**src/verilog/ubrg_pkg.sv**
```systemverilog
// Purpose: Constants and types for the baud-rate generator.
// Assumes: APB slave, 32-bit data, one clock pclk at 100 MHz.
// Notes:   Register offsets are byte addresses.
package ubrg_pkg;

  localparam logic [7:0] UBRG_MODE_OFS = 8'h04;
  localparam logic [7:0] UBRG_BAUD_OFS = 8'h20;
  localparam logic [7:0] UBRG_STAT_OFS = 8'h24;
  localparam logic [7:0] UBRG_CLKEN_OFS = 8'h28;

  // Mode register fields
  localparam int UBRG_MODE_LSB  = 0;   // 4-bit operating mode
  localparam int UBRG_SRC_LSB   = 4;   // 2-bit clock_source_select
  localparam int UBRG_SYNC_BIT  = 8;
  localparam int UBRG_OVER_BIT  = 19;
  localparam int UBRG_MODEM_BIT = 20;  // modem control request
  // Baud register fields
  localparam int UBRG_DIV_LSB   = 0;
  localparam int UBRG_FRAC_LSB  = 16;

  localparam logic [3:0] UBRG_MODE_NORMAL = 4'h0;
  localparam logic [4:0] UBRG_OVS16 = 5'h0F;
  localparam logic [4:0] UBRG_OVS8  = 5'h07;
  localparam logic [3:0] UBRG_MCK_DIV = 4'h8;
  localparam logic [3:0] UBRG_FRAC_STEPS = 4'h8;

  typedef enum logic [1:0] {
    UBRG_SRC_MCK  = 2'h0,
    UBRG_SRC_DIV  = 2'h1,
    UBRG_SRC_RSV  = 2'h2,
    UBRG_SRC_EXT  = 2'h3
  } ubrg_src_t;

  typedef struct packed {
    logic       modem_req;
    logic       over;
    logic       sync;
    ubrg_src_t  clock_source_select;
    logic [3:0] op_mode;
  } ubrg_mode_t;

  typedef struct packed {
    logic [2:0]  fraction_part;
    logic [15:0] baud_divisor;
  } ubrg_baud_t;

  typedef struct packed {
    logic sample_tick;
    logic bit_tick;
  } ubrg_tick_t;

endpackage

```
**src/verilog/ubrg_edge.sv**
```systemverilog
// Purpose: Synchronise the external serial clock and flag rising edges.
// Assumes: Pin levels last longer than one pclk period.
// Notes:   First stage feeds only the second stage.
`timescale 1ns/10ps
module ubrg_edge (
  // Clock and reset
  input  wire logic pclk,
  input  wire logic presetn,
  // Pin and edge
  input  wire logic sck_in,
  output logic      sck_rise,
  output logic      sck_level
);
  logic meta;
  logic sync;
  logic prev;

  always_ff @(posedge pclk or negedge presetn) begin
    if (!presetn) begin
      meta <= 1'b0;
      sync <= 1'b0;
      prev <= 1'b0;
    end else begin
      meta <= sck_in;
      sync <= meta;
      prev <= sync;
    end
  end

  assign sck_rise  = sync & ~prev;
  assign sck_level = sync;
endmodule // ubrg_edge

```
**src/verilog/ubrg_top.sv**
```systemverilog
// Purpose: Baud-rate generator with APB register access.
// Assumes: pclk 100 MHz; serial clock pin obeys level and rate limits.
// Notes:   Ticks are one-cycle pulses on pclk.
//
// Implementation choices: register access over APB and the placing of the registers.
`timescale 1ns/10ps
module ubrg_top
  import ubrg_pkg::*;
#(
  parameter bit HAS_MODEM = 1'b1
) (
  // APB
  input  wire logic        pclk,
  input  wire logic        presetn,
  input  wire logic        psel,
  input  wire logic        penable,
  input  wire logic        pwrite,
  input  wire logic [7:0]  paddr,
  input  wire logic [31:0] pwdata,
  output logic      [31:0] prdata,
  output logic             pready,
  output logic             pslverr,
  // Serial clock pin
  input  wire logic        sck_in,
  // Ticks and modem control
  output logic             sample_tick,
  output logic             bit_tick,
  output logic             modem_out
);

  ubrg_mode_t mode_config_reg;
  ubrg_baud_t baud_generator_reg;
  logic       clk_run;
  logic [15:0] div_cnt;
  logic [2:0]  frac_acc;
  logic        frac_extra;
  logic [4:0]  ovs_cnt;
  logic [2:0]  pre_cnt;
  ubrg_tick_t  tick;
  logic [31:0] rd_mux;

  // The prescaler counter is three bits wide
  if (UBRG_MCK_DIV < 4'h2 || UBRG_MCK_DIV > 4'h8) begin : g_bad_div
    $error("prescale factor out of range");
  end

  wire wr_en = psel & penable & pwrite;
  wire rd_en = psel & ~pwrite;
  wire hit_mode  = (paddr == UBRG_MODE_OFS);
  wire hit_baud  = (paddr == UBRG_BAUD_OFS);
  wire hit_stat  = (paddr == UBRG_STAT_OFS);
  wire hit_clken = (paddr == UBRG_CLKEN_OFS);
  wire hit_any   = hit_mode | hit_baud | hit_stat | hit_clken;

  // Field positions follow the package, not the struct layout
  ubrg_mode_t  wr_mode;
  logic [31:0] mode_rd;
  assign wr_mode.op_mode   = pwdata[UBRG_MODE_LSB +: 4];
  assign wr_mode.clock_source_select =
           ubrg_src_t'(pwdata[UBRG_SRC_LSB +: 2]);
  assign wr_mode.sync      = pwdata[UBRG_SYNC_BIT];
  assign wr_mode.over      = pwdata[UBRG_OVER_BIT];
  assign wr_mode.modem_req = pwdata[UBRG_MODEM_BIT];
  assign mode_rd = (32'(mode_config_reg.op_mode) << UBRG_MODE_LSB)
                 | (32'(mode_config_reg.clock_source_select) << UBRG_SRC_LSB)
                 | (32'(mode_config_reg.sync) << UBRG_SYNC_BIT)
                 | (32'(mode_config_reg.over) << UBRG_OVER_BIT)
                 | (32'(mode_config_reg.modem_req) << UBRG_MODEM_BIT);

  // Writes are taken regardless of clk_run
  always_ff @(posedge pclk or negedge presetn) begin
    if (!presetn) begin
      mode_config_reg    <= '0;
      baud_generator_reg <= '0;
      clk_run            <= 1'b0;
    end else if (wr_en) begin
      if (hit_mode) mode_config_reg <= wr_mode;
      if (hit_baud) baud_generator_reg <= ubrg_baud_t'(pwdata[18:0]);
      if (hit_clken) clk_run <= pwdata[0];
    end
  end

  assign rd_mux = hit_mode  ? mode_rd :
                  hit_baud  ? {13'h0000, baud_generator_reg} :
                  hit_stat  ? {16'h0000, div_cnt} :
                  hit_clken ? {31'h00000000, clk_run} : 32'h00000000;

  always_ff @(posedge pclk or negedge presetn) begin
    if (!presetn) prdata <= 32'h00000000;
    else if (rd_en && !penable) prdata <= rd_mux;
  end

  assign pready  = 1'b1;
  assign pslverr = psel & penable & ~hit_any;

  // Modem output is held low on instances without the pins; the register bit still reads back
  assign modem_out = HAS_MODEM ? mode_config_reg.modem_req : 1'b0;

  // Source selection
  logic sck_rise;
  ubrg_edge u_edge (
    .pclk      (pclk),
    .presetn   (presetn),
    .sck_in    (sck_in),
    .sck_rise  (sck_rise),
    .sck_level ()
  );

  wire pre_tick = (pre_cnt == 3'(UBRG_MCK_DIV - 4'h1));
  always_ff @(posedge pclk or negedge presetn) begin
    if (!presetn) pre_cnt <= 3'h0;
    else if (clk_run) pre_cnt <= pre_tick ? 3'h0 : pre_cnt + 3'h1;
  end

  logic src_en;
  always_comb begin
    case (mode_config_reg.clock_source_select)
      UBRG_SRC_MCK: src_en = 1'b1;
      UBRG_SRC_DIV: src_en = pre_tick;
      UBRG_SRC_EXT: src_en = sck_rise;
      default:      src_en = 1'b0;
    endcase
  end
  wire step = src_en & clk_run;
  wire ext_sync = mode_config_reg.sync &&
                  mode_config_reg.clock_source_select == UBRG_SRC_EXT;

  // Divider
  wire [15:0] divisor = baud_generator_reg.baud_divisor;
  wire frac_on = (baud_generator_reg.fraction_part != 3'h0) &&
                 (mode_config_reg.op_mode == UBRG_MODE_NORMAL) &&
                 !mode_config_reg.sync;
  wire [3:0] frac_sum = {1'b0, frac_acc} +
                        {1'b0, baud_generator_reg.fraction_part};
  wire [15:0] limit = frac_extra ? divisor : divisor - 16'h0001;
  wire div_done = (divisor == 16'h0001) ? step :
                  (divisor != 16'h0000) && step && (div_cnt >= limit);

  always_ff @(posedge pclk or negedge presetn) begin
    if (!presetn) begin
      div_cnt    <= 16'h0000;
      frac_acc   <= 3'h0;
      frac_extra <= 1'b0;
    end else if (divisor == 16'h0000) begin
      div_cnt    <= 16'h0000;
    end else if (div_done) begin
      div_cnt    <= 16'h0000;
      frac_acc   <= frac_on ? frac_sum[2:0] : 3'h0;
      frac_extra <= frac_on & frac_sum[3];
    end else if (step) begin
      div_cnt    <= div_cnt + 16'h0001;
    end
  end

  // Oversampling
  wire [4:0] ovs_max = mode_config_reg.over ? UBRG_OVS8 : UBRG_OVS16;
  wire ovs_done = div_done && ovs_cnt >= ovs_max;
  always_ff @(posedge pclk or negedge presetn) begin
    if (!presetn) ovs_cnt <= 5'h00;
    else if (mode_config_reg.sync) ovs_cnt <= 5'h00;
    // A switch to 8x can strand the count above its new top
    else if (ovs_cnt > ovs_max) ovs_cnt <= 5'h00;
    else if (div_done) ovs_cnt <= ovs_done ? 5'h00 : ovs_cnt + 5'h01;
  end

  always_comb begin
    tick.sample_tick = div_done & ~mode_config_reg.sync;
    if (ext_sync) tick.bit_tick = sck_rise & clk_run;
    else if (mode_config_reg.sync) tick.bit_tick = div_done;
    else tick.bit_tick = ovs_done;
  end

  always_ff @(posedge pclk or negedge presetn) begin
    if (!presetn) begin
      sample_tick <= 1'b0;
      bit_tick    <= 1'b0;
    end else begin
      sample_tick <= tick.sample_tick;
      bit_tick    <= tick.bit_tick;
    end
  end
endmodule // ubrg_top

```
**config.mk**
```make
export PLATFORM = sky130hd
export DESIGN_NAME = ubrg_top
export DESIGN_NICKNAME = d
export VERILOG_FILES = /design/src/verilog/ubrg_pkg.sv /design/src/verilog/ubrg_edge.sv /design/src/verilog/ubrg_top.sv
export SDC_FILE = /design/constraint.sdc
export NUM_CORES = 1
export LEC_CHECK = 0
export BUFFER_PORTS_ARGS = -buffer_cell sky130_fd_sc_hd__buf_2
export CORE_ASPECT_RATIO = 0.5
export CORE_MARGIN = 2
export CORE_UTILIZATION = 50
export DETAILED_ROUTE_END_ITERATION = 6
export PLACE_DENSITY_LB_ADDON = 0.15
export REMOVE_ABC_BUFFERS = 1
export SETUP_SLACK_MARGIN = 0.15
export SLEW_MARGIN = 20
export SYNTH_ARGS = -nofsm -noshare
export SYNTH_HDL_FRONTEND = slang
export SYNTH_SLANG_ARGS = --single-unit
```
**constraint.sdc**
```tcl
create_clock -name pclk -period 4.3 [get_ports pclk]
set_input_delay 0 -clock pclk [delete_from_list [all_inputs] [get_ports pclk]]
set_output_delay 0 -clock pclk [all_outputs]
set_load 0.02 [all_outputs]
```
* Word-level counts from Yosys, hierarchy flattened
Index checks and enable logic that the tools add are counted.
** Cells by class
- Add/subtract/negate cells :: 5
- Multipliers :: 0
- Divide/modulo/power cells :: 0
- Order comparisons :: 3
- Equal/unequal tests :: 8
- Shift operators :: 0
- Mux-type cells :: 19
- Bitwise gates (word level) :: 21
- Reductions and logical operators :: 20
** Operators by type and width (number)
- 16-bit 2-to-1 mux :: 5
- 8-bit by 6-bit equality test with 1-bit output, second input constant :: 3
- 21-bit 2-to-1 mux :: 1
- 20-bit by 21-bit bitwise OR with 21-bit output :: 1
- 5-bit 2-to-1 mux :: 4
- 9-bit by 20-bit bitwise OR with 20-bit output :: 1
- 19-bit 2-to-1 mux :: 1
- 16-bit by 1-bit adder with 16-bit output, second input constant :: 1
- 16-bit by 1-bit equality test with 1-bit output, second input constant :: 1
- 16-bit >= comparator :: 1
- 16-bit logical NOT :: 1
- 16-bit nonzero test :: 1
- 16-bit by 1-bit subtractor with 16-bit output, second input constant :: 1
- 1-bit AND :: 9
- 6-bit by 9-bit bitwise OR with 9-bit output :: 1
- 3-bit nonzero test :: 3
- 8-bit by 3-bit equality test with 1-bit output, second input constant :: 1
- 2-bit AND reduction :: 4
- 1-bit logical AND :: 7
- 3-bit 2-to-1 mux :: 2
- 4-bit by 6-bit bitwise OR with 6-bit output :: 1
- 5-bit by 1-bit adder with 5-bit output, second input constant :: 1
- 5-bit by 4-bit >= comparator with 1-bit output :: 1
- 5-bit by 4-bit greater-than comparator with 1-bit output :: 1
- 13 further kinds :: 23
** Word-level totals
- Flip-flop bits (word level) :: 94
- Bits in latches :: 0
- Memory bits (writable) :: 0
- Bits in read-only memories :: 0
- Input port bits :: 46
- Memories :: 0

* Depth between registers and ports, before layout
- Depth in word-level cells :: 12
- Depth in mapped cells :: 16
- Depth with buffers taken out :: 14

* By module
A second synthesis with hierarchy kept.
** Second synthesis, totals
- Cell total of the unflattened synthesis :: 457
- Area, all modules :: 4727.0 sq um
** By module, submodules not included
- ubrg_top :: times used 1, cells an instance 453, area an instance 4638.2 sq um, sequential area each 2001.9 sq um
- ubrg_edge :: times used 1, cells an instance 4, area an instance 88.8 sq um, sequential area each 75.1 sq um

* Least setup slack after synthesis
No wires, ideal clock.
- Path kind :: flip-flop to flip-flop
- From :: register baud_generator_reg (netlist bit divisor[4])
- To :: register frac_acc[2]
- Arrival :: 3.330 ns
- Required time :: 4.175 ns
- Slack :: 0.845 ns
- Cell stages (with the launch flop) :: 14
- Cell sequence :: dfrtp_1 > or4_4 > nor3_1 > nand3_1 > nor4_1 > xnor2_1 > ha_1 > nand4_1 > nor3_1 > a221oi_1 > and2_1 > clkbuf_1 > nor2b_1 > mux2_2
** On the way
- Cells in the longest elaborated chain, start to end :: 6
** Ends and longest elaborated chain
- start: declaration :: RTL line ubrg_top.sv:32 : ubrg_baud_t baud_generator_reg;
- start signal: assignment :: RTL line ubrg_top.sv:78 : if (hit_baud) baud_generator_reg <= ubrg_baud_t'(pwdata[18:0]);
- 16-bit by 1-bit subtractor with 16-bit output :: RTL line ubrg_top.sv:135 : wire [15:0] limit = frac_extra ? divisor : divisor - 16'h0001;
- 16-bit 2-to-1 mux :: RTL line ubrg_top.sv:135
- 16-bit >= comparator :: RTL line ubrg_top.sv:137 : (divisor != 16'h0000) && step && (div_cnt >= limit);
- 1-bit logical AND :: RTL line ubrg_top.sv:137
- 1-bit 2-to-1 mux :: RTL line ubrg_top.sv:136 : wire div_done = (divisor == 16'h0001) ? step :
- 2-bit AND reduction (no source line) *
- end signal: assignment :: RTL line ubrg_top.sv:148 : frac_acc <= frac_on ? frac_sum[2:0] : 3'h0;
- end: declaration :: RTL line ubrg_top.sv:35 : logic [2:0] frac_acc;
Every way passes the cells marked *; elsewhere a longest branch is shown, timed or not.
A chain may end at the register's enable or synchronous reset.

* Worst setup path after layout
- From :: register baud_generator_reg (netlist bit divisor[4])
- To :: register frac_extra
** On the way
- Cells in the longest elaborated chain, start to end :: 6
** Ends and longest elaborated chain
- 16-bit by 1-bit subtractor with 16-bit output :: RTL line ubrg_top.sv:135
- 16-bit 2-to-1 mux :: RTL line ubrg_top.sv:135
- 16-bit >= comparator :: RTL line ubrg_top.sv:137
- 1-bit logical AND :: RTL line ubrg_top.sv:137
- 1-bit 2-to-1 mux :: RTL line ubrg_top.sv:136
- 2-bit AND reduction (no source line) *
- end signal: assignment :: RTL line ubrg_top.sv:149 : frac_extra <= frac_on & frac_sum[3];
- end: declaration :: RTL line ubrg_top.sv:36 : logic frac_extra;
Marks and branches as above.

==> flow_metrics.tcl <==
set metrics [dict create \
    status "completed" \
    maxSlewHeadroom_pct 22.9 \
    finClkSkew_ns 0.00879 \
    initial_utilization_pct 52.6 \
    slew_viol_final 0 \
    hp-class "in -> async" \
    syn_avg_cell_area_um2 10.2 \
    n_fill_cell 760 \
    p_per_area_nw_per_um2 314 \
    ys.flop_type "dfrtp_1" \
    cts_tree "built" \
    async_flop_share_pct 100 \
    antenna_cells 0 \
    syn_to_final_growth_pct 19.4 \
    wl_mm 11.0 \
    ys_ff_latch 83 \
    grt_max_degree 47 \
    layout_commonest_cell "dfrtp_1" \
    setup_viol 0 \
    worstPathCellList "or4_4, nor3_2, nand3_1, nor3_1, xnor2_1, ha_1, nand4_1, nor2_1, a221oi_1, and2_2, nor2b_1, buf_4, mux2_2" \
    rsz0062_at_grt "false" \
    synth_top_cells_by_area "dfrtp_1 (44%), mux2_2 (7.7%), ha_1 (7.2%), nor2_1 (2.6%), nor3_1 (2.5%)" \
    multi_input_area_um2 2420 \
    drtIter0Drc 228 \
    drc 0 \
    largest_register_ffs 21 \
    dp.final_hpwl_mm 7.82 \
    cts_inserted_buffers 9 \
    grtUsageTotal_pct 23.6 \
    yosys.cell_types.count 57 \
    dr.pass1.iters 6 \
    clk_pin_slew_ns 0.06 \
    synth_edf_count 0 \
    die_h_um 72.5 \
    critPathLaunchType "flip-flop" \
    synth.top_cell.area_share_pct 44.3 \
    required_ns 4.52 \
    final_cell_mix "dfrtp_1 (83), buf_2 (58), nor2_1 (33)" \
    hold_viol 0 \
    fin_crit_sh_pct 86.0 \
    synth_area_um2 4690 \
    core-area_um2 8920 \
    io_pins 83 \
    maxCapViolCount 0 \
    route.vias.total 3804 \
    ant_nets 0 \
    grt.overflow.total 0 \
    clk_latency_ns 0.34 \
    seqCellArea_um2 2080 \
    cp_slowest_cell "or4_4" \
    ir_worst_vdd_mv 0.184 \
    fmaxAchievable_mhz 270 \
    wire_per_inst_um 16.6 \
    yosys.area.top_type "dfrtp_1" \
    cp-end-kind "flip-flop" \
    fin_util_pct 62.8 \
    place_area_um2 5070 \
    postSynthCellCount 459 \
    dieArea_um2 10200 \
    vias_per_cell 5.73 \
    yosys_warnings 0 \
    layout-drive-gt1-share_pct 23.8 \
    setup-tns-final_ns 0 \
    nNetsFinal 616 \
    cts_root_buffer "clkbuf_16" \
    gp_congestion 0.917 \
    postCtsSetupRepairBufs 0 \
    antenna_found_initial 0 \
    fp.dieW_um 141 \
    cts.sinks 83 \
    leakage_nw 2.75 \
    rows 24 \
    path_class "reg -> reg" \
    timing.final.crit_period_ns 3.70 \
    grt_pass1_wl_mm 18.7 \
    max_stage_delay_ns 0.58 \
    worstMarginPinSlew_ns 1.15 \
    portBuffers 59 \
    critPathTopFamily "simple AND/OR/NAND/NOR gates" \
    cts.path.max_buffers 2 \
    crit_fanout 8 \
    path_buf_inv 1 \
    htree_levels 3 \
    regMostFlops "prdata" \
    grt_pass1_vias 3647 \
    fin_area_um2 5600 \
    cp.arrival_ns 3.92 \
    ys_seq_area_share_pct 44.3 \
]
==> metrics by stage <==
stage,hold slack (ns),total power (W),cells,setup slack (ns)
final,0.155,0.00176,664,0.602
after global placement,-0.00469,0.000985,625,0.555
after detailed placement,-0.00732,0.000988,625,0.448
after global routing,0.197,0.00183,664,0.221
after floorplan,-0.296,0.000920,442,0.829
after CTS,0.162,0.00177,664,0.390
==> layout make-up <==
| class | instances | share of cell area [%] |
|---|---|---|
| clock buffers | 11 | 4.34 |
| well taps | 117 | 2.61 |
| flip-flops and latches | 83 | 37.1 |
| clock inverters | 5 | 0.939 |
| multi-input cells | 338 | 43.2 |
| inverters | 21 | 1.41 |
| repair buffers | 89 | 10.4 |
==> synthesized netlist by cell type, drive strengths merged (2+ instances only) <==
| library cell | n |
|---|---|
| or3 | 3 |
| clkbuf | 12 |
| nand2b | 5 |
| a22o | 10 |
| nand3 | 16 |
| a22oi | 2 |
| a221o | 3 |
| inv | 21 |
| mux2 | 32 |
| or2 | 4 |
| nor3 | 23 |
| dfrtp | 83 |
| and3 | 8 |
| a221oi | 7 |
| o31ai | 3 |
| ha | 27 |
| nand4b | 3 |
| a31o | 3 |
| xnor2 | 13 |
| nor4 | 7 |
| conb | 2 |
| a222oi | 7 |
| nor2b | 3 |
| a31oi | 3 |
| and2 | 3 |
| a21o | 5 |
| mux2i | 6 |
| xor2 | 3 |
| o221ai | 2 |
| nand2 | 30 |
| o21ai | 17 |
| a21oi | 18 |
| nand4 | 7 |
| buf | 15 |
| nor2 | 34 |
| or4 | 5 |
==> worst paths after layout <==
| path | from | endpoint | slack [ns] | cells past startpoint |
|---|---|---|---|---|
| max | divisor[4] | frac_extra | 0.60 | 13 |
| max reg2reg | divisor[4] | frac_extra | 0.60 | 13 |
| min reg2reg | u_edge.meta | u_edge.sck_level | 0.36 | 0 |
| min | presetn | baud_generator_reg[16] | 0.16 | 2 |
| min in group pclk | paddr[2] | clk_run | 0.18 | 3 |
| max in group asynchronous | presetn | u_edge.meta | 3.16 | 3 |
==> power breakdown <==
part           switching (W)  internal (W)  leakage [nW]
clock network       0.000306      0.000463         0.145
registers          0.0000224      0.000805          1.12
logic              0.0000936     0.0000695          1.49
==> per-layer routing <==
metal / track usage, % / wire, um
met5: 0 / 0
met4: 6.33 / 98
met2: 35.6 / 4520
met1: 34.6 / 5550
met3: 5.41 / 862
==> cells by family (layout without fill, tap and decap cells) <==
kind of cell / after synthesis / after routing / share of synthesized area [%]
other: 2 / 12 / 0.160
adder cells (fa/ha/maj): 28 / 28 / 7.63
buffers and inverters: 48 / 126 / 5.15
XOR/XNOR: 16 / 16 / 2.99
AO/OA/AOI/OAI: 89 / 89 / 13.6
flip-flops: 83 / 83 / 44.3
AND/OR/NAND/NOR: 155 / 155 / 17.2
multiplexers: 38 / 38 / 8.96
==> timing repair <==
| action | in CTS | in global routing |
|---|---|---|
| hold endpoints to repair | 67 | 0 |
| setup endpoints to repair | 0 | 4 |
| hold buffers | 23 | 0 |
| gates resized for setup | 0 | 2 |
(Power assumes the default switching activity.)
